## src/prog_link_defines.vh

```
/*
 Constants for the supply-line programming link: bit timing,
 command codes, special register addresses and field sizes.
 Assumes a single 200 MHz clock; times are given in microseconds.
*/
`ifndef PROG_LINK_DEFINES_VH
`define PROG_LINK_DEFINES_VH

// Clock rate and time conversion
`define CLK_MHZ               200
`define US_TO_CYC(t)          ((t) * `CLK_MHZ)

// Bit periods and transition point
`define SUPPLY_BIT_MIN_US     1700
`define SUPPLY_BIT_MAX_US     2000
`define REPLY_BIT_US          3000
`define ONE_POINT_PCT         65

// Programming voltage handshake
`define PROG_DELAY_MAX_US     1000
`define PROG_RISE_MAX_US      1000
`define PROG_HOLD_MIN_US      95000

// Select pulse on the output pin
`define SELECT_MIN_US         50
`define SELECT_MAX_US         200

// Telegram fields
`define HDR_BITS              4'd9
`define REPLY_LONG            5'd16
`define REPLY_ACK             5'd1

// Command codes
`define CMD_READ              3'h2
`define CMD_WRITE             3'h3
`define CMD_BURN              3'h4
`define CMD_ERASE             3'h5
`define CMD_LOCK              3'h7

// Special register addresses and values
`define ADDR_LOCK             4'h6
`define ADDR_ADC              4'h7
`define ADDR_DEACT            4'hf
`define DEACT_VALUE           12'h80f

`endif

```

## src/prog_telegram_top.v

```verilog
/*
 Telegram engine: supply-line receiver, command execution,
 replies on the output pin, burn handshake and selection.
 Assumes comparator levels synchronous to clock_in; the pin
 is resolved outside.
*/
`include "prog_link_defines.vh"

module prog_telegram_top #(
    parameter [19:0] SYNC_MIN_CYCLES      =
        `US_TO_CYC(`SUPPLY_BIT_MIN_US),
    parameter [19:0] SYNC_MAX_CYCLES      =
        `US_TO_CYC(`SUPPLY_BIT_MAX_US),
    parameter [19:0] REPLY_BIT_CYCLES     = `US_TO_CYC(`REPLY_BIT_US),
    parameter [24:0] PROG_WAIT_CYCLES     =
        `US_TO_CYC(`PROG_DELAY_MAX_US + `PROG_RISE_MAX_US),
    parameter [24:0] PROG_HOLD_MIN_CYCLES =
        `US_TO_CYC(`PROG_HOLD_MIN_US),
    parameter [15:0] SELECT_MIN_CYCLES    = `US_TO_CYC(`SELECT_MIN_US),
    parameter [15:0] SELECT_MAX_CYCLES    = `US_TO_CYC(`SELECT_MAX_US)
) (
    input  wire        clock_in,
    input  wire        reset_in,
    input  wire        supply_level_in,
    input  wire        program_level_in,
    input  wire        pin_in,
    input  wire [13:0] adc_value_in,
    input  wire [3:0]  cfg_addr_in,
    output wire        pin_out,
    output wire        pin_oe_n_out,
    output wire        selected_out,
    output wire        analog_mode_out,
    output wire        burning_out,
    output wire [13:0] cfg_data_out
);
    localparam [6:0] S_IDLE  = 7'h01;
    localparam [6:0] S_HDR   = 7'h02;
    localparam [6:0] S_DAT   = 7'h04;
    localparam [6:0] S_EXEC  = 7'h08;
    localparam [6:0] S_REPLY = 7'h10;
    localparam [6:0] S_PWAIT = 7'h20;
    localparam [6:0] S_PHOLD = 7'h40;

    // Significant width of each register, zero when unmapped
    function [3:0] reg_width;
        input [3:0] a;
        begin
            case (a)
                4'h1:    reg_width = 4'd10;
                4'h2:    reg_width = 4'd11;
                4'h3:    reg_width = 4'd11;
                4'h4:    reg_width = 4'd14;
                4'h5:    reg_width = 4'd6;
                4'h6:    reg_width = 4'd1;
                4'h7:    reg_width = 4'd14;
                4'h8:    reg_width = 4'd5;
                4'h9:    reg_width = 4'd5;
                4'hb:    reg_width = 4'd6;
                4'hc:    reg_width = 4'd5;
                4'hd:    reg_width = 4'd8;
                4'hf:    reg_width = 4'd12;
                default: reg_width = 4'd0;
            endcase
        end
    endfunction

    // Registers software may write
    function writable;
        input [3:0] a;
        begin
            case (a)
                4'h1, 4'h2, 4'h3, 4'h4, 4'h5,
                4'hb, 4'hc, 4'hf: writable = 1'b1;
                default:          writable = 1'b0;
            endcase
        end
    endfunction

    // Low-bit mask of a given width
    function [13:0] low_mask;
        input [3:0] w;
        begin
            low_mask = ~(14'h3fff << w);
        end
    endfunction

    // One when the low w bits hold an odd count of zeros
    function odd_zeros;
        input [13:0] v;
        input [3:0]  w;
        begin
            odd_zeros = ^(~v & low_mask(w));
        end
    endfunction

    reg  [6:0]  st_q;
    reg  [8:0]  hdr_q;
    reg  [3:0]  hdr_cnt_q;
    reg  [14:0] dat_q;
    reg  [3:0]  dat_cnt_q;
    reg  [13:0] ram_q [0:15];
    reg  [13:0] nv_q  [0:15];
    reg         lock_q;
    reg         selected_q;
    reg  [24:0] prog_cnt_q;
    reg  [15:0] act_cnt_q;
    reg         pin_prev_q;
    reg         enc_start_q;
    reg  [4:0]  enc_count_q;
    reg  [15:0] enc_bits_q;
    reg  [13:0] cfg_data_q;
    integer     i;

    wire        frame_start;
    wire        bit_valid;
    wire        bit_value;
    wire        frame_end;
    wire        enc_busy;
    wire        enc_pin;
    wire        enc_oe_n;

    // Header fields, first received bit in the top position
    wire [8:0]  hdr_next  = {hdr_q[7:0], bit_value};
    wire [2:0]  cmd       = hdr_q[8:6];
    wire        cmd_par   = hdr_q[5];
    wire [3:0]  addr      = hdr_q[4:1];
    wire        addr_par  = hdr_q[0];
    wire [13:0] data      = dat_q[14:1];
    wire        data_par  = dat_q[0];
    wire [3:0]  width     = reg_width(addr);

    // Parity checks on the received telegram
    wire        cmd_ok    = cmd_par == odd_zeros({11'h000, cmd}, 4'd3);
    wire        addr_ok   = addr_par == odd_zeros({10'h000, addr}, 4'd4);
    wire        data_ok   = data_par == ~odd_zeros(data, 4'd14);
    wire        hdr_ok    = cmd_ok && addr_ok;

    // Read source, then left-aligned for the reply
    wire [13:0] rd_raw    = (addr == `ADDR_LOCK) ? {13'h0000, lock_q} :
                            (addr == `ADDR_ADC)  ? adc_value_in :
                            ram_q[addr];
    wire [13:0] rd_align  = rd_raw << (4'd14 - width);
    wire        rd_par    = ~odd_zeros(rd_align, 4'd14);
    wire [13:0] wr_value  = data & low_mask(width);

    wire        rd_legal  = width != 4'd0 && addr != `ADDR_DEACT;
    wire        is_deact  = addr == `ADDR_DEACT;
    wire        deact_hit = data[11:0] == `DEACT_VALUE;

    assign pin_out         = enc_pin;
    assign pin_oe_n_out    = enc_oe_n;
    assign selected_out    = selected_q;
    assign analog_mode_out = lock_q;
    assign burning_out     = st_q[6];
    assign cfg_data_out    = cfg_data_q;

    supply_bit_decoder #(
        .MIN_CYC (SYNC_MIN_CYCLES),
        .MAX_CYC (SYNC_MAX_CYCLES)
    ) u_dec (
        .clock_in        (clock_in),
        .reset_in        (reset_in),
        .line_in         (supply_level_in),
        .frame_start_out (frame_start),
        .bit_valid_out   (bit_valid),
        .bit_value_out   (bit_value),
        .frame_end_out   (frame_end)
    );

    // Reply bit period is fixed by the acknowledge bit length
    reply_bit_encoder #(
        .BIT_CYC (REPLY_BIT_CYCLES)
    ) u_enc (
        .clock_in (clock_in),
        .reset_in (reset_in),
        .start_in (enc_start_q),
        .count_in (enc_count_q),
        .bits_in  (enc_bits_q),
        .pin_out  (enc_pin),
        .oe_n_out (enc_oe_n),
        .busy_out (enc_busy)
    );

    // Telegram sequencer and command execution
    always @(posedge clock_in) begin
        enc_start_q <= 1'b0;
        cfg_data_q  <= ram_q[cfg_addr_in];
        if (reset_in) begin
            st_q        <= S_IDLE;
            hdr_q       <= 9'h000;
            hdr_cnt_q   <= 4'h0;
            dat_q       <= 15'h0000;
            dat_cnt_q   <= 4'h0;
            lock_q      <= 1'b0;
            prog_cnt_q  <= 25'h0000000;
            enc_count_q <= 5'h00;
            enc_bits_q  <= 16'h0000;
            cfg_data_q  <= 14'h0000;
            for (i = 0; i < 16; i = i + 1) begin
                ram_q[i] <= 14'h0000;
                nv_q[i]  <= 14'h0000;
            end
        end else begin
            case (st_q)
                S_IDLE: begin
                    hdr_cnt_q <= 4'h0;
                    dat_cnt_q <= 4'h0;
                    if (frame_start) st_q <= S_HDR;
                end
                S_HDR: begin
                    if (frame_end) begin
                        st_q <= S_IDLE;
                    end else if (bit_valid) begin
                        hdr_q     <= hdr_next;
                        hdr_cnt_q <= hdr_cnt_q + 4'd1;
                        if (hdr_cnt_q == `HDR_BITS - 4'd1) begin
                            st_q <= (hdr_next[8:6] == `CMD_WRITE) ?
                                    S_DAT : S_EXEC;
                        end
                    end
                end
                S_DAT: begin
                    if (frame_end) begin
                        st_q <= S_IDLE;
                    end else if (bit_valid) begin
                        dat_q     <= {dat_q[13:0], bit_value};
                        dat_cnt_q <= dat_cnt_q + 4'd1;
                        if (dat_cnt_q == 4'd14) st_q <= S_EXEC;
                    end
                end
                S_EXEC: begin
                    st_q        <= S_IDLE;
                    enc_count_q <= `REPLY_ACK;
                    enc_bits_q  <= 16'h0000;
                    if (!hdr_ok || !selected_q) begin
                        st_q <= S_IDLE;
                    end else begin
                        case (cmd)
                            `CMD_READ: begin
                                if (rd_legal) begin
                                    enc_count_q <= `REPLY_LONG;
                                    enc_bits_q  <=
                                        {1'b0, rd_align, rd_par};
                                    enc_start_q <= 1'b1;
                                    st_q        <= S_REPLY;
                                end
                            end
                            `CMD_WRITE: begin
                                if (data_ok && !lock_q &&
                                    writable(addr) && !is_deact) begin
                                    ram_q[addr] <= wr_value;
                                    enc_start_q <= 1'b1;
                                    st_q        <= S_REPLY;
                                end
                            end
                            `CMD_BURN, `CMD_ERASE: begin
                                if (!lock_q) begin
                                    enc_start_q <= 1'b1;
                                    st_q        <= S_REPLY;
                                end
                            end
                            `CMD_LOCK: begin
                                if (!lock_q) begin
                                    lock_q      <= 1'b1;
                                    enc_start_q <= 1'b1;
                                    st_q        <= S_REPLY;
                                end
                            end
                            default: st_q <= S_IDLE;
                        endcase
                    end
                end
                S_REPLY: begin
                    prog_cnt_q <= 25'h0000000;
                    if (!enc_start_q && !enc_busy) begin
                        st_q <= (cmd == `CMD_BURN || cmd == `CMD_ERASE) ?
                                S_PWAIT : S_IDLE;
                    end
                end
                S_PWAIT: begin
                    prog_cnt_q <= prog_cnt_q + 25'd1;
                    if (program_level_in) begin
                        st_q       <= S_PHOLD;
                        prog_cnt_q <= 25'h0000000;
                    end else if (prog_cnt_q >= PROG_WAIT_CYCLES) begin
                        st_q <= S_IDLE;
                    end
                end
                S_PHOLD: begin
                    if (prog_cnt_q != 25'h1ffffff) begin
                        prog_cnt_q <= prog_cnt_q + 25'd1;
                    end
                    if (!program_level_in) begin
                        st_q <= S_IDLE;
                        if (prog_cnt_q >= PROG_HOLD_MIN_CYCLES) begin
                            for (i = 0; i < 16; i = i + 1) begin
                                nv_q[i] <= (cmd == `CMD_BURN) ?
                                    ram_q[i] : 14'h0000;
                            end
                        end
                    end
                end
                default: st_q <= S_IDLE;
            endcase
        end
    end

    // Selection: deactivate write and activate pulse on the pin
    always @(posedge clock_in) begin
        if (reset_in) begin
            selected_q <= 1'b1;
            act_cnt_q  <= 16'h0000;
            pin_prev_q <= 1'b0;
        end else begin
            pin_prev_q <= pin_in && pin_oe_n_out;
            if (pin_in && pin_oe_n_out) begin
                if (act_cnt_q != 16'hffff) begin
                    act_cnt_q <= act_cnt_q + 16'd1;
                end
            end else begin
                act_cnt_q <= 16'h0000;
            end
            if (st_q == S_EXEC && hdr_ok && selected_q &&
                cmd == `CMD_WRITE && data_ok && is_deact &&
                deact_hit && !lock_q) begin
                selected_q <= 1'b0;
            end
            if (pin_prev_q && !(pin_in && pin_oe_n_out) &&
                !selected_q && act_cnt_q >= SELECT_MIN_CYCLES &&
                act_cnt_q <= SELECT_MAX_CYCLES) begin
                selected_q <= 1'b1;
            end
        end
    end

    // Signed fields are stored and returned bit for bit, sign first
endmodule

```

## src/supply_bit_decoder.v

```verilog
/*
 Recovers bits from the supply-line level. The sync bit sets the
 bit period; each later bit is a one when a transition arrives
 inside the bit. Assumes line_in is synchronous to clock_in.
*/
`include "prog_link_defines.vh"

module supply_bit_decoder #(
    parameter [19:0] MIN_CYC = 20'd1,
    parameter [19:0] MAX_CYC = 20'd2
) (
    input  wire        clock_in,
    input  wire        reset_in,
    input  wire        line_in,
    output reg         frame_start_out,
    output reg         bit_valid_out,
    output reg         bit_value_out,
    output reg         frame_end_out
);
    localparam [2:0] D_IDLE = 3'h1;
    localparam [2:0] D_SYNC = 3'h2;
    localparam [2:0] D_BIT  = 3'h4;

    reg  [2:0]  st_q;
    reg         line_q;
    reg         mid_q;
    reg  [19:0] cnt_q;
    reg  [19:0] period_q;
    wire        edge_w  = line_in ^ line_q;
    wire [19:0] len_w   = cnt_q + 20'd1;
    wire [20:0] tout_w  = {1'b0, period_q} + {2'b0, period_q[19:1]};
    wire [19:0] late_w  = period_q - {3'b0, period_q[19:3]};
    wire [19:0] early_w = {2'b0, period_q[19:2]};

    // Sync measurement and bit slicing
    always @(posedge clock_in) begin
        line_q          <= line_in;
        frame_start_out <= 1'b0;
        bit_valid_out   <= 1'b0;
        frame_end_out   <= 1'b0;
        if (reset_in) begin
            st_q          <= D_IDLE;
            mid_q         <= 1'b0;
            cnt_q         <= 20'h00000;
            period_q      <= 20'h00000;
            bit_value_out <= 1'b0;
        end else begin
            case (st_q)
                D_IDLE: begin
                    cnt_q <= 20'h00000;
                    if (edge_w) st_q <= D_SYNC;
                end
                D_SYNC: begin
                    cnt_q <= len_w;
                    if (edge_w) begin
                        cnt_q <= 20'h00000;
                        if (len_w >= MIN_CYC && len_w <= MAX_CYC) begin
                            period_q        <= len_w;
                            st_q            <= D_BIT;
                            mid_q           <= 1'b0;
                            frame_start_out <= 1'b1;
                        end
                    end else if (len_w > MAX_CYC) begin
                        st_q <= D_IDLE;
                    end
                end
                D_BIT: begin
                    cnt_q <= len_w;
                    if (edge_w && !mid_q && len_w < early_w) begin
                        st_q          <= D_IDLE;      // Glitch
                        frame_end_out <= 1'b1;
                    end else if (edge_w && !mid_q && len_w < late_w) begin
                        mid_q <= 1'b1;
                    end else if (edge_w) begin
                        bit_valid_out <= 1'b1;
                        bit_value_out <= mid_q;
                        mid_q         <= 1'b0;
                        cnt_q         <= 20'h00000;
                    end else if ({1'b0, len_w} > tout_w) begin
                        st_q          <= D_IDLE;
                        frame_end_out <= 1'b1;
                    end
                end
                default: st_q <= D_IDLE;
            endcase
        end
    end
endmodule

```

## src/reply_bit_encoder.v

```verilog
/*
 Sends a reply on the output pin, first bit from the top of
 bits_in. Every bit ends on a transition; a one adds one inside.
 Assumes start_in is a single-cycle pulse while not busy.
*/
`include "prog_link_defines.vh"

module reply_bit_encoder #(
    parameter [19:0] BIT_CYC = 20'd4
) (
    input  wire        clock_in,
    input  wire        reset_in,
    input  wire        start_in,
    input  wire [4:0]  count_in,
    input  wire [15:0] bits_in,
    output reg         pin_out,
    output reg         oe_n_out,
    output reg         busy_out
);
    localparam [31:0] ONE_PT = BIT_CYC * `ONE_POINT_PCT / 100;

    reg [19:0] cnt_q;
    reg [4:0]  left_q;
    reg [15:0] shift_q;

    // Reply shifter, pin released when idle
    always @(posedge clock_in) begin
        if (reset_in) begin
            pin_out  <= 1'b0;
            oe_n_out <= 1'b1;
            busy_out <= 1'b0;
            cnt_q    <= 20'h00000;
            left_q   <= 5'h00;
            shift_q  <= 16'h0000;
        end else if (!busy_out) begin
            if (start_in) begin
                pin_out  <= 1'b1;        // Opening edge
                oe_n_out <= 1'b0;
                busy_out <= 1'b1;
                cnt_q    <= 20'h00000;
                left_q   <= count_in;
                shift_q  <= bits_in;
            end
        end else begin
            cnt_q <= cnt_q + 20'd1;
            if (cnt_q == ONE_PT[19:0] && shift_q[15]) begin
                pin_out <= ~pin_out;
            end
            if (cnt_q == BIT_CYC - 20'd1) begin
                pin_out <= ~pin_out;
                cnt_q   <= 20'h00000;
                shift_q <= {shift_q[14:0], 1'b0};
                left_q  <= left_q - 5'd1;
                if (left_q == 5'd1) begin
                    busy_out <= 1'b0;
                    oe_n_out <= 1'b1;
                    pin_out  <= 1'b0;
                end
            end
        end
    end
endmodule

```

## config.mk

```make
export PLATFORM = sky130hd
export DESIGN_NAME = prog_telegram_top
export DESIGN_NICKNAME = d
export VERILOG_FILES = /design/src/prog_telegram_top.v /design/src/supply_bit_decoder.v /design/src/reply_bit_encoder.v
export VERILOG_INCLUDE_DIRS = /design/src
export SDC_FILE = /design/constraint.sdc
export NUM_CORES = 1
export LEC_CHECK = 0
export BUFFER_PORTS_ARGS = -buffer_cell sky130_fd_sc_hd__buf_2
export CAP_MARGIN = 10
export CORE_MARGIN = 3
export CORE_UTILIZATION = 57
export CTS_BUF_LIST = sky130_fd_sc_hd__clkbuf_4 sky130_fd_sc_hd__clkbuf_8
export DETAILED_ROUTE_END_ITERATION = 6
export GPL_ROUTABILITY_DRIVEN = 1
export PLACE_DENSITY = 0.72
export SYNTH_ARGS = -nofsm -noshare
export SYNTH_HDL_FRONTEND = slang
export SYNTH_SLANG_ARGS = --single-unit
export TNS_END_PERCENT = 30
```

## constraint.sdc

```tcl
create_clock -name clock_in -period 4.9 [get_ports clock_in]
set_clock_uncertainty 0.05 [all_clocks]
set_input_delay 0.245 -clock clock_in [delete_from_list [all_inputs] [get_ports clock_in]]
set_output_delay 0.245 -clock clock_in [all_outputs]
set_load 0.01 [all_outputs]
```

==> results of run 1 <==
[state kept, by name (all words and copies together) (netlist names), 2 cells and up, named ones only]
name and cells:
u_dec.st_q 3, u_dec.period_q 20, u_enc.cnt_q 20, dat_cnt_q 4, enc_count_q 2, u_dec.cnt_q 20
st_q 7, prog_cnt_q 25, dat_q 15, enc_bits_q 15, hdr_cnt_q 4, act_cnt_q 16
cfg_data_out 14, u_enc.left_q 5, ram_q 224, width 4, hdr_q 9, u_enc.shift_q 16
[cells in the mapped netlist (33+ instances only)]
master / number
nand2_1: 170
nand3_1: 94
xnor2_1: 61
mux2i_1: 81
o21ai_0: 84
a21oi_1: 116
nor3_1: 46
xor2_1: 50
clkbuf_1: 114
inv_1: 106
nor2b_1: 40
ha_1: 136
mux4_2: 97
dfxtp_1: 217
a211oi_1: 33
edfxtp_1: 224
a22oi_1: 33
nor2_1: 430
[area by class of cell]
class / count / area, um2
Sequential cell: 441 / 11080
Multi-Input combinational cell: 1853 / 13570
Clock inverter: 21 / 206.4
Clock buffer: 110 / 1351
Antenna cell: 2 / 5.005
Fill cell: 3464 / 15520
Tap cell: 585 / 732.0
Timing Repair Buffer: 112 / 780.7
Inverter: 108 / 405.4
[cell usage in the layout (no fill, tap or decap), types with 32 or more instances in the layout]
cell        n
a21oi_1   111
o21ai_0    78
xor2_1     50
mux4_2     97
xnor2_1    61
dfxtp_1   213
nor2b_1    40
edfxtp_1  224
nand3_1    94
nand2_1   170
nor3_1     43
clkbuf_8   85
ha_1      136
buf_4      65
inv_1     106
a211oi_1   32
buf_2      39
nor2_1    428
a22oi_1    33
mux2i_1    81
[kinds of logic after synthesis]
| logic type | after synthesis | synth area share (%) |
|---|---|---|
| and+or+nand+nor | 949 | 16.97 |
| AOI/OAI and AO/OA | 442 | 11.46 |
| DFF | 441 | 43.32 |
| buffers and inverters | 252 | 4.103 |
| muxes | 198 | 13.42 |
| adders and majority gates | 138 | 6.815 |
| xor gates and xnor gates | 112 | 3.892 |
| other | 1 | 0.01467 |
[worst min-delay path by stage]
| stage | cells after the start | slack [ps] | endpoint | from |
|---|---|---|---|---|
| 4_1_cts | 2 | 50 | hdr_q[1] | reset_in |
| 2_1_floorplan | 0 | 220 | u_dec.line_q | supply_level_in |
| 3_3_place_gp | 1 | 360 | u_dec.line_q | supply_level_in |
| 5_1_grt | 2 | 80 | hdr_q[1] | reset_in |
| 6_report | 2 | 70 | hdr_q[4] | reset_in |
| 3_5_place_dp | 1 | 350 | u_dec.line_q | supply_level_in |
[through the flow]
stage	hold slack, ps	setup slack, ps	TNS (ps)	instances
after floorplan	222.7	414.6	0	2546
after global placement	355.6	118.1	0	3091
after detailed placement	354.8	-65.10	-466.5	3091
after CTS	47.01	9.201	0	3225
after global routing	78.67	-96.21	-516.1	3230
final	70.02	215.5	0	3232
[per-layer routing]
| metal | GRT usage (%) | up-vias |
|---|---|---|
| li1 | - | 9357 |
| met1 | 39.64 | 9988 |
| met2 | 48.30 | 987 |
| met3 | 6.716 | 209 |
| met4 | 12.70 | 2 |
| met5 | 0 | - |
[what timing repair did]
| action | 4_1_cts | 5_1_grt |
|---|---|---|
| hold endpoints to repair | 4 | 0 |
| buffers inserted | 0 | 2 |
| pin swaps | 0 | 8 |
| cloned | 0 | 1 |
| resized for setup | 1 | 27 |
| setup endpoints to repair | 11 | 24 |
| hold buffers | 3 | 0 |
[critical path, cell delays in order, from the launching register on]
cell	delay (ps)
dfxtp_2	390
ha_1	200
inv_1	60
fa_1	410
a21o_1	190
a21oi_2	160
o21ai_0	100
a21oi_1	210
o21ai_0	100
a21oi_1	200
o21bai_1	130
a21oi_2	190
nand3b_1	150
nand2b_1	70
a21oi_1	170
xor2_1	190
ha_1	260
a21oi_1	180
o2111ai_1	180
and4_1	260
nor3_4	180
clkdlybuf4s15_2	290
o21ai_0	90
a22oi_1	190
[power by group]
part / switching (W) / total [W] / internal [W]
clock: 0.00153 / 0.00347 / 0.00194
combinational: 0.000370 / 0.000639 / 0.000269
sequential: 0.0000859 / 0.00406 / 0.00397
total: 0.00199 / 0.00817 / 0.00618
==> results by group, run 1 <==
Final layout
  – Fin util: 64.45%
  – Layout cells sized above 1: 14.40%
  – NumNets Final: 2,753
  – Finished Cell Area: 0.02813 mm2
  – Area grow syn2layout: 10.08%

Routing
  – Post-DR vias/cell: 6.356
  – Drt pass-1 iters: 6
  – Wire length on met1: 28.68 mm
  – Post-route ant nets: 0
  – WL final: 71.06 mm
  – Routed length per instance: 21.99 um
  – Routed wl met2: 33.04 mm
  – DRC violations left: 0
  – WL met3: 6.321 mm
  – Top Metal Used: met5
  – Starting DRT DRC Count: 2,207
  – Vias: 20,543

Die
  – Core region area: 0.04365 mm2
  – Die width: 217.7 um
  – Die area: 0.04741 mm2
  – # rows: 76
  – Ports: 42
  – Die Span Y: 217.7 um
  – Initial Utilization: 58.55%

Clock network
  – Clk_lat worst skew: 680 ps
  – Worst-case clock buffer depth: 3
  – CTS tree: yes
  – CTS Buf Count: 76
  – Max H-tree Level: 3
  – CTS root buffer: clkbuf_8
  – Clock Pin Slew Worst Setup and Hold Paths: 60 ps
  – Clk sinks: 441

Synthesis
  – Synth top area share: 26.32%
  – Post-synth top area cell: edfxtp_1
  – Synth Instances: 2,533
  – Post-synthesis sequential area ratio: 43.32%
  – Syn avg cell area: 10.09 um2
  – Synth Flop Type: edfxtp_1
  – Synth warn: 0
  – Unique masters post-synth: 88
  – Top cells by area, synth: edfxtp_1 (26%), dfxtp_1 (17%), mux4_2 (8.5%), ha_1 (6.7%), nor2_1 (6.3%)
  – Ys async rst share: 0%
  – Number of synthesized flops with an enable pin: 224
  – Synth Register Bits: 441
  – Cell Area, Synth: 0.02556 mm2

Timing
  – F_max: 213.5 MHz
  – Rel. slew slack: 17.70%
  – Setup Viol. Count Final: 0
  – Fin. Hold Viols: 0
  – Worst slew pin tran: 1232 ps
  – Period utilisation layout: 95.60%
  – Final min period: 4684 ps
  – Pins Over Slew Limit: 0
  – RSZ-0062 raised after global routing: yes

Critical path
  – Worst R2R End: u_dec.cnt_q[6]
  – Critical path data required time: 5430 ps
  – Setup CP Type: flop to flop
  – Arrival time worst endpoint: 5210 ps
  – Crit-path max FO: 6
  – R2R Setup Slk: 220 ps
  – RR Startpoint: u_dec.period_q[3]
  – CP Launch Type: flop
  – Critical Path End: u_dec.cnt_q[6]
  – Worst reg2reg path depth: 23
  – Worst Setup SP: u_dec.period_q[3]
  – Crit. End Element: flop

GRT
  – Total gr overflow: 0
  – Initial antenna violation count: 3
  – Total track usage: 30.07%
  – Largest net degree at the start of global routing: 99
  – Vias in the first global route: 19,868
  – First-pass GRT wire length: 111.0 mm

Pwr
  – Total Power: 0.008165 W
  – Leak: 10.15 nW
  – PwrDens: 290.3 mW/mm2
  – Peak VDD IR: 0.0002426 V

Worst hold path
  – Hold WC Path Type: primary input to flop

Placed design
  – DP Wirelength: 48.37 mm
  – IO buf count: 41
  – DP Area: 0.02641 mm2
  – GPL Wtd Cong: 0.9639

Flow run
  – Number of max-cap violations: 0

Outcome
  – Status: complete, no violations
Power figures use the tool's default switching activity.
==> inputs of run 2 (changes only) <==
CORE_MARGIN = not set   (was 3)
clock period = 5 ns   (was 4.9 ns; I/O delays follow)
==> run 2 against run 1 <==
  * Fmax is essentially flat
  * Clock power grew 7.2%
  * First-iteration DRC count shrank 14%
  * Sequential power shrank 2%
  * Wire length grew 0.41%
  * Critical endpoint is now u_dec.cnt_q[19]
  * Utilization shrank 0.70 points
  * Global-route usage grew 1.6 points
  * Final area grew 0.22%
  * Die area shrank 3.6%
  * Combinational power shrank 2%
==> results by group, run 2 (synthesis gave the netlist of run 1 again) <==
Final layout
  – Most common cell after layout, fill and taps aside: nor2_1
  – Commonest non-fill, non-tap cells in the layout: nor2_1 (428), edfxtp_1 (224), dfxtp_1 (213), nand2_1 (170), ha_1 (136)
  – Fin util: 63.75% (-0.70 points)
  – NumNets Final: 2,742 (-0.40%)
  – Top flop regs: ram_q: 224 flops, prog_cnt_q: 25 flops
  – Layout cells sized above 1: 14.13% (-0.27 points)
  – Finished Cell Area: 0.02819 mm2 (+0.22%)
  – Final Non-Filler Cells: 3,234 (+0.062%)
  – Max FFs per register: 224 (unchanged)
  – Register Area: 0.01108 mm2 (unchanged)
  – Fillers: 3,543 (+2.3%)
  – Area grow syn2layout: 10.32%
  – Multi-input logic area: 0.01355 mm2 (-0.19%)
  – Largest reg by FF count: ram_q

Critical path
  – Delay-heaviest family, CP: compound AO/OA/AOI/OAI gates
  – Top cell by count, worst path: a21oi_1
  – Crit-path max FO: 10 (+4)
  – Worst-path cell chain: inv_1 -> ha_1 -> nor2b_1 -> o21ai_0 -> a21boi_0 -> o21ai_0 -> a21oi_1 -> o21ai_1 -> a21oi_1 -> a211o_1 -> nor2_1 -> nor2_1 -> a21oi_1 -> xor2_1 -> ha_1 -> a21o_1 -> a21oi_1 -> o2111ai_1 -> and4_1 -> nor3_1 -> buf_4 -> or2_2 -> a22o_1
  – Setup CP Type: flop to flop
  – Critical path data required time: 5540 ps (+110 ps)
  – CP Launch Type: flop
  – Crit-path slowest cell: dfxtp_2
  – Crit path largest cell delay: 370 ps (-40 ps)
  – Crit path buf inv count: 2 (unchanged)
  – Crit. End Element: flop
  – Arrival time worst endpoint: 5220 ps (about the same)

Routing
  – Drt pass-1 iters: 6 (unchanged)
  – Routed length per instance: 22.06 um (+0.35%)
  – Starting DRT DRC Count: 1,900 (-14%)
  – Vias: 20,410 (-0.65%)
  – DRC violations left: 0 (unchanged)
  – Post-route ant nets: 0 (unchanged)
  – Post-DR vias/cell: 6.311 (-0.71%)
  – WL final: 71.35 mm (+0.41%)

GRT
  – Largest net degree at the start of global routing: 68 (-31%)
  – Grt met1 use: 40.06% (+0.42 points)
  – First-pass GRT wire length: 109.0 mm (-1.8%)
  – Met2 Use GR: 51.39% (+3.1 points)
  – Initial antenna violation count: 3 (unchanged)
  – Most Used Layer, Global Route: met2
  – Total gr overflow: 0 (unchanged)
  – Met3 GRT Util: 6.473% (-0.24 points)
  – Total track usage: 31.66% (+1.6 points)
  – Vias in the first global route: 19,786 (-0.41%)

Pwr
  – Peak VDD IR: 0.0002819 V (+16%)
  – Combinational share of power: 7.6% (-0.2 points)
  – Total Power: 0.008330 W (+2.0%)
  – Clock network fraction of design power: 44.7% (+2.3 points)
  – Sw Ratio: 23.91% (-0.41 points)
  – PwrDens: 295.5 mW/mm2 (+1.8%)
  – Sequential power share: 47.7% (-2.0 points)
  – Sw power: 0.001991 W (+0.29%)
  – Leak: 10.18 nW (+0.23%)
  – Int Pwr: 0.006338 W (+2.6%)

Timing
  – F_max: 213.3 MHz (about the same)
  – Worst slew pin tran: 1236 ps (+4.524 ps)
  – Final min period: 4688 ps (+3.308 ps)
  – Rel. slew slack: 17.04% (-0.66 points)
  – Total negative slack: 0 ps (unchanged)
  – Fin. Hold Viols: 0 (unchanged)
  – Setup Viol. Count Final: 0 (unchanged)
  – Pins Over Slew Limit: 0 (unchanged)
  – Period utilisation layout: 93.76% (-1.8 points)

Placed design
  – DP Wirelength: 47.97 mm (-0.82%)
  – GPL Wtd Cong: 0.9862 (+2.3%)
  – DP Area: 0.02636 mm2 (-0.19%)
  – Placed Cells: 3,091 (unchanged)
  – IO buf count: 41 (unchanged)

Die
  – # rows: 77 (+1.3%)
  – Die Span Y: 213.7 um (-1.8%)
  – Initial Utilization: 57.79% (-0.76 points)
  – Core region area: 0.04422 mm2 (+1.3%)
  – Ports: 42 (unchanged)
  – Die area: 0.04568 mm2 (-3.6%)
  – Die width: 213.7 um (-1.8%)

Clock network
  – Clk sinks: 441 (unchanged)
  – CTS root buffer: clkbuf_8
  – CTS tree: yes
  – Clk_lat worst skew: 660 ps (-20 ps)
  – Clock Pin Slew Worst Setup and Hold Paths: 60 ps (about the same)
  – CTS Buf Count: 74 (-2.6%)
  – Max H-tree Level: 3 (unchanged)
  – Worst-case clock buffer depth: 3 (unchanged)

Flow run
  – Number of max-cap violations: 0 (unchanged)

Worst hold path
  – Hold WC Path Type: primary input to flop

Outcome
  – Status: complete, no violations
run 2: cell types whose count changed in the layout (fill, tap and decap cells not counted), moves of 3 or more:
| cell | change |
|---|---|
| clkbuf_8 | +8 |
| o21ai_1 | +3 |
| bufinv_16 | +4 |
| o21ai_2 | -3 |
| clkinv_1 | -4 |
| buf_4 | -7 |
| clkinv_2 | +4 |
| clkbuf_4 | -8 |
run 2: area by class of cell:
class / instances / share of cell area (%)
Antenna cell: 3 / 0.02663
Sequential cell: 441 / 39.30
Multi-Input combinational cell: 1853 / 48.05
Clock inverter: 23 / 1.087
Inverter: 108 / 1.438
Timing Repair Buffer: 103 / 2.459
Clock buffer: 111 / 5.020
Tap cell: 592 / 2.627
run 2: final timing paths:
| kind | from | end | slack, ps | cells after the start |
|---|---|---|---|---|
| setup reg to reg | u_dec.period_q[4] | u_dec.cnt_q[19] | 310 | 23 |
| hold / removal | pin_in | selected_out | 40 | 5 |
| hold reg to reg | enc_count_q[4] | enc_count_q[4] | 410 | 2 |
| setup / recovery | u_dec.period_q[4] | u_dec.cnt_q[19] | 310 | 23 |
run 2: power by group through the flow:
stage               combinational [W]  clock, W  sequential [W]
finish                       0.000629   0.00372         0.00398
global route                 0.000682   0.00391         0.00398
CTS                          0.000617   0.00375         0.00397
detailed placement           0.000612         0         0.00405
global placement             0.000596         0         0.00404
floorplan                    0.000455         0         0.00401
run 2: metal layers:
| layer | vias up | wire (um) |
|---|---|---|
| li1 | 9348 | - |
| met1 | 9759 | 27910 |
| met2 | 1048 | 33240 |
| met3 | 255 | 6635 |
| met4 | 0 | 3569 |
| met5 | - | 0 |
run 2: timing repair:
action	4_1_cts	5_1_grt
pin swaps	0	6
endpoints found under the hold margin	39	0
setup buffers	0	1
gates resized for setup	1	19
hold buffers	4	0
endpoints found under the setup margin	11	23
run 2: worst reg2reg max path, cell delays in order, from the launching register on:
cell and delay [ps]:
dfxtp_2 370, inv_1 100, ha_1 270, nor2b_1 120, o21ai_0 240, a21boi_0 130, o21ai_0 230, a21oi_1 120
o21ai_1 210, a21oi_1 120, a211o_1 330, nor2_1 120, nor2_1 50, a21oi_1 180, xor2_1 170, ha_1 260
a21o_1 180, a21oi_1 190, o2111ai_1 190, and4_1 240, nor3_1 240, buf_4 220, or2_2 180, a22o_1 130
run 2: per-stage QoR:
stage / hold slack, ps / setup slack, ps
after floorplan: 227.7 / 514.6
after global placement: 375.2 / 141.3
after detailed placement: 378.4 / -19.41
after CTS: 15.09 / 11.95
after global routing: 74.68 / -38.54
final: 37.90 / 312.2
==> inputs of run 3 (changes only) <==
BUFFER_PORTS_ARGS = -buffer_cell sky130_fd_sc_hd__buf_4   (was -buffer_cell sky130_fd_sc_hd__buf_2)
==> run 3 against run 2 <==
  * Die area did not move
  * Hold slack gained 10 ps
  * Critical path depth is 2 lower
  * Setup slack improved by 21 ps
  * First-iteration DRC count grew 12%
  * Sequential cell count stayed put
  * Sequential share of layout area is 0.070 points higher
  * Global-route usage is 0.59 points lower
  * Final area shrank 0.18%
  * Clock-buffer cell count grew 7
  * Register-to-register slack gained 20 ps
  * Utilization shrank 0.11 points
  * Critical endpoint is now u_dec.st_q[2]
  * Largest cell class unchanged
==> results by group, run 3 (synthesis gave the netlist of run 1 again) <==
Placed design
  – Placed Cells: 3,088 (-0.097%)
  – IO buf count: 41 (unchanged)
  – DP Wirelength: 47.78 mm (-0.40%)
  – GPL Wtd Cong: 0.9812 (-0.51%)

Final layout
  – Fin util: 63.64% (-0.11 points)
  – Top flop regs: ram_q: 224 flops, prog_cnt_q: 25 flops
  – Largest reg by FF count: ram_q
  – Max FFs per register: 224 (unchanged)
  – Fillers: 3,537 (-0.17%)
  – Register Area: 0.01108 mm2 (unchanged)
  – NumNets Final: 2,737 (-0.18%)
  – Layout cells sized above 1: 14.22% (+0.087 points)
  – Commonest non-fill, non-tap cells in the layout: nor2_1 (428), edfxtp_1 (224), dfxtp_1 (211), nand2_1 (170), ha_1 (136)
  – Multi-input logic area: 0.01356 mm2 (about the same)
  – Most common cell after layout, fill and taps aside: nor2_1
  – Final Non-Filler Cells: 3,230 (-0.12%)
  – Area grow syn2layout: 10.12%

Flow run
  – Number of max-cap violations: 0 (unchanged)

Pwr
  – PwrDens: 286.8 mW/mm2 (-2.9%)
  – Peak VDD IR: 0.0002699 V (-4.3%)
  – Total Power: 0.008070 W (-3.1%)
  – Leak: 10.11 nW (-0.63%)

Timing
  – Final min period: 4667 ps (-21.01 ps)
  – Rel. slew slack: 15.87% (-1.2 points)
  – Total negative slack: 0 ps (unchanged)
  – Setup Viol. Count Final: 0 (unchanged)
  – Worst slew pin tran: 1254 ps (+17.43 ps)
  – Pins Over Slew Limit: 0 (unchanged)
  – Fin. Hold Viols: 0 (unchanged)
  – Period utilisation layout: 93.34% (-0.42 points)
  – F_max: 214.3 MHz (+0.45%)

GRT
  – Initial antenna violation count: 0 (-3)
  – Total track usage: 31.07% (-0.59 points)
  – First-pass GRT wire length: 107.4 mm (-1.4%)
  – Vias in the first global route: 19,430 (-1.8%)
  – Total gr overflow: 0 (unchanged)
  – Largest net degree at the start of global routing: 96 (+41%)

Die
  – Die Span Y: 213.7 um (unchanged)
  – # rows: 77 (unchanged)
  – Core region area: 0.04422 mm2 (unchanged)
  – Ports: 42 (unchanged)
  – Die area: 0.04568 mm2 (unchanged)
  – Die width: 213.7 um (unchanged)
  – Initial Utilization: 57.79% (unchanged)

Critical path
  – Critical path data required time: 5510 ps (-30 ps)
  – Arrival time worst endpoint: 5180 ps (-40 ps)
  – RR Startpoint: u_dec.period_q[1]
  – Crit path largest cell delay: 460 ps (+90 ps)
  – Setup CP Type: flop to flop
  – Crit. End Element: flop
  – Crit-path max FO: 6 (-4)
  – Crit-path slowest cell: a2111o_1
  – Worst R2R End: u_dec.st_q[2]
  – CP Launch Type: flop
  – Delay-heaviest family, CP: compound AO/OA/AOI/OAI gates
  – Worst reg2reg path depth: 21 (-8.7%)
  – Worst-path cell chain: ha_1 -> a21o_1 -> a21oi_2 -> o21ai_0 -> a21oi_2 -> o21ai_0 -> a21oi_1 -> o21ai_0 -> a2111o_1 -> nand2_1 -> o311ai_0 -> o31a_1 -> xnor2_1 -> ha_1 -> nand3_1 -> nor4_1 -> a2111oi_1 -> nand2_1 -> a21oi_2 -> a21boi_1 -> o21ba_2
  – Crit path buf inv count: 0 (-2)
  – R2R Setup Slk: 330 ps (+20 ps)

Clock network
  – Clk sinks: 441 (unchanged)
  – Max H-tree Level: 3 (unchanged)
  – Worst-case clock buffer depth: 3 (unchanged)
  – CTS tree: yes
  – CTS root buffer: clkbuf_8
  – CTS Buf Count: 75 (+1.4%)
  – Clock Pin Slew Worst Setup and Hold Paths: 70 ps (about the same)
  – Clk_lat worst skew: 680 ps (+20 ps)

Worst hold path
  – Worst Hold Endpoint: selected_out
  – Hold depth: 5 (unchanged)
  – Hold WC Path Type: primary input to flop
  – Worst hold start: pin_in

Routing
  – Post-DR vias/cell: 6.291 (-0.31%)
  – Vias: 20,321 (-0.44%)
  – WL final: 70.46 mm (-1.2%)
  – Drt pass-1 iters: 6 (unchanged)
  – Post-route ant nets: 0 (unchanged)
  – Routed length per instance: 21.82 um (-1.1%)
  – Starting DRT DRC Count: 2,132 (+12%)
  – DRC violations left: 0 (unchanged)

Outcome
  – Status: complete, no violations
[run 3: area by class of cell]
type / count / area share, %
antenna: 1 / 0.008892
clock buffer: 118 / 5.060
clock inverter: 20 / 0.6447
inverter: 108 / 1.441
multi-input combinational: 1853 / 48.17
sequential: 441 / 39.37
tap: 592 / 2.632
timing repair buffer: 97 / 2.677
[run 3: repair_timing]
action / 4_1_cts / 5_1_grt
gates cloned: 0 / 0
setup endpoints to repair: 13 / 24
pin swaps: 0 / 7
buffers inserted: 0 / 0
gates resized for setup: 4 / 22
hold buffers: 2 / 0
endpoints found under the hold margin: 3 / 0
[run 3: routing by layer]
| metal | wire length (um) | GRT usage (%) |
|---|---|---|
| met3 | 6181 | 6.063 |
| met2 | 32740 | 49.88 |
| met1 | 28330 | 40.47 |
| met4 | 3212 | 15.07 |
| met5 | 0 | 0 |
[run 3: how the worst max path moves through the flow]
stage	start	to	slack [ps]	depth (start not counted)
finish	u_dec.period_q[1]	u_dec.st_q[2]	330	21
CTS	u_dec.period_q[3]	u_dec.st_q[2]	50	21
detailed placement	u_dec.period_q[1]	u_dec.st_q[2]	-90	22
floorplan	u_dec.period_q[3]	u_dec.cnt_q[12]	510	23
global route	u_dec.period_q[4]	u_dec.cnt_q[6]	-50	24
global placement	u_dec.period_q[1]	u_dec.st_q[2]	170	22
[run 3: per-stage QoR]
stage / instance area [um2] / setup slack (ps) / hold WS, ps
2_1_floorplan: 25600 / 514.6 / 227.7
3_3_place_gp: 26440 / 170.9 / 346.2
3_5_place_dp: 26440 / -85.03 / 347.9
4_1_cts: 28080 / 50.13 / 23.14
5_1_grt: 28140 / -52.73 / 76.03
6_report: 28140 / 333.2 / 48.14
[run 3: power breakdown]
part           switching [W]  internal, W
clock                0.00153      0.00193
sequential         0.0000834      0.00389
combinational       0.000363     0.000269
[run 3: worst reg2reg max path, cell delays in order, from the launching register on]
cell	delay (ps)
dfxtp_2	360
ha_1	300
a21o_1	200
a21oi_2	180
o21ai_0	140
a21oi_2	210
o21ai_0	100
a21oi_1	210
o21ai_0	150
a2111o_1	460
nand2_1	110
o311ai_0	230
o31a_1	320
xnor2_1	130
ha_1	310
nand3_1	110
nor4_1	60
a2111oi_1	330
nand2_1	110
a21oi_2	170
a21boi_1	110
o21ba_2	210
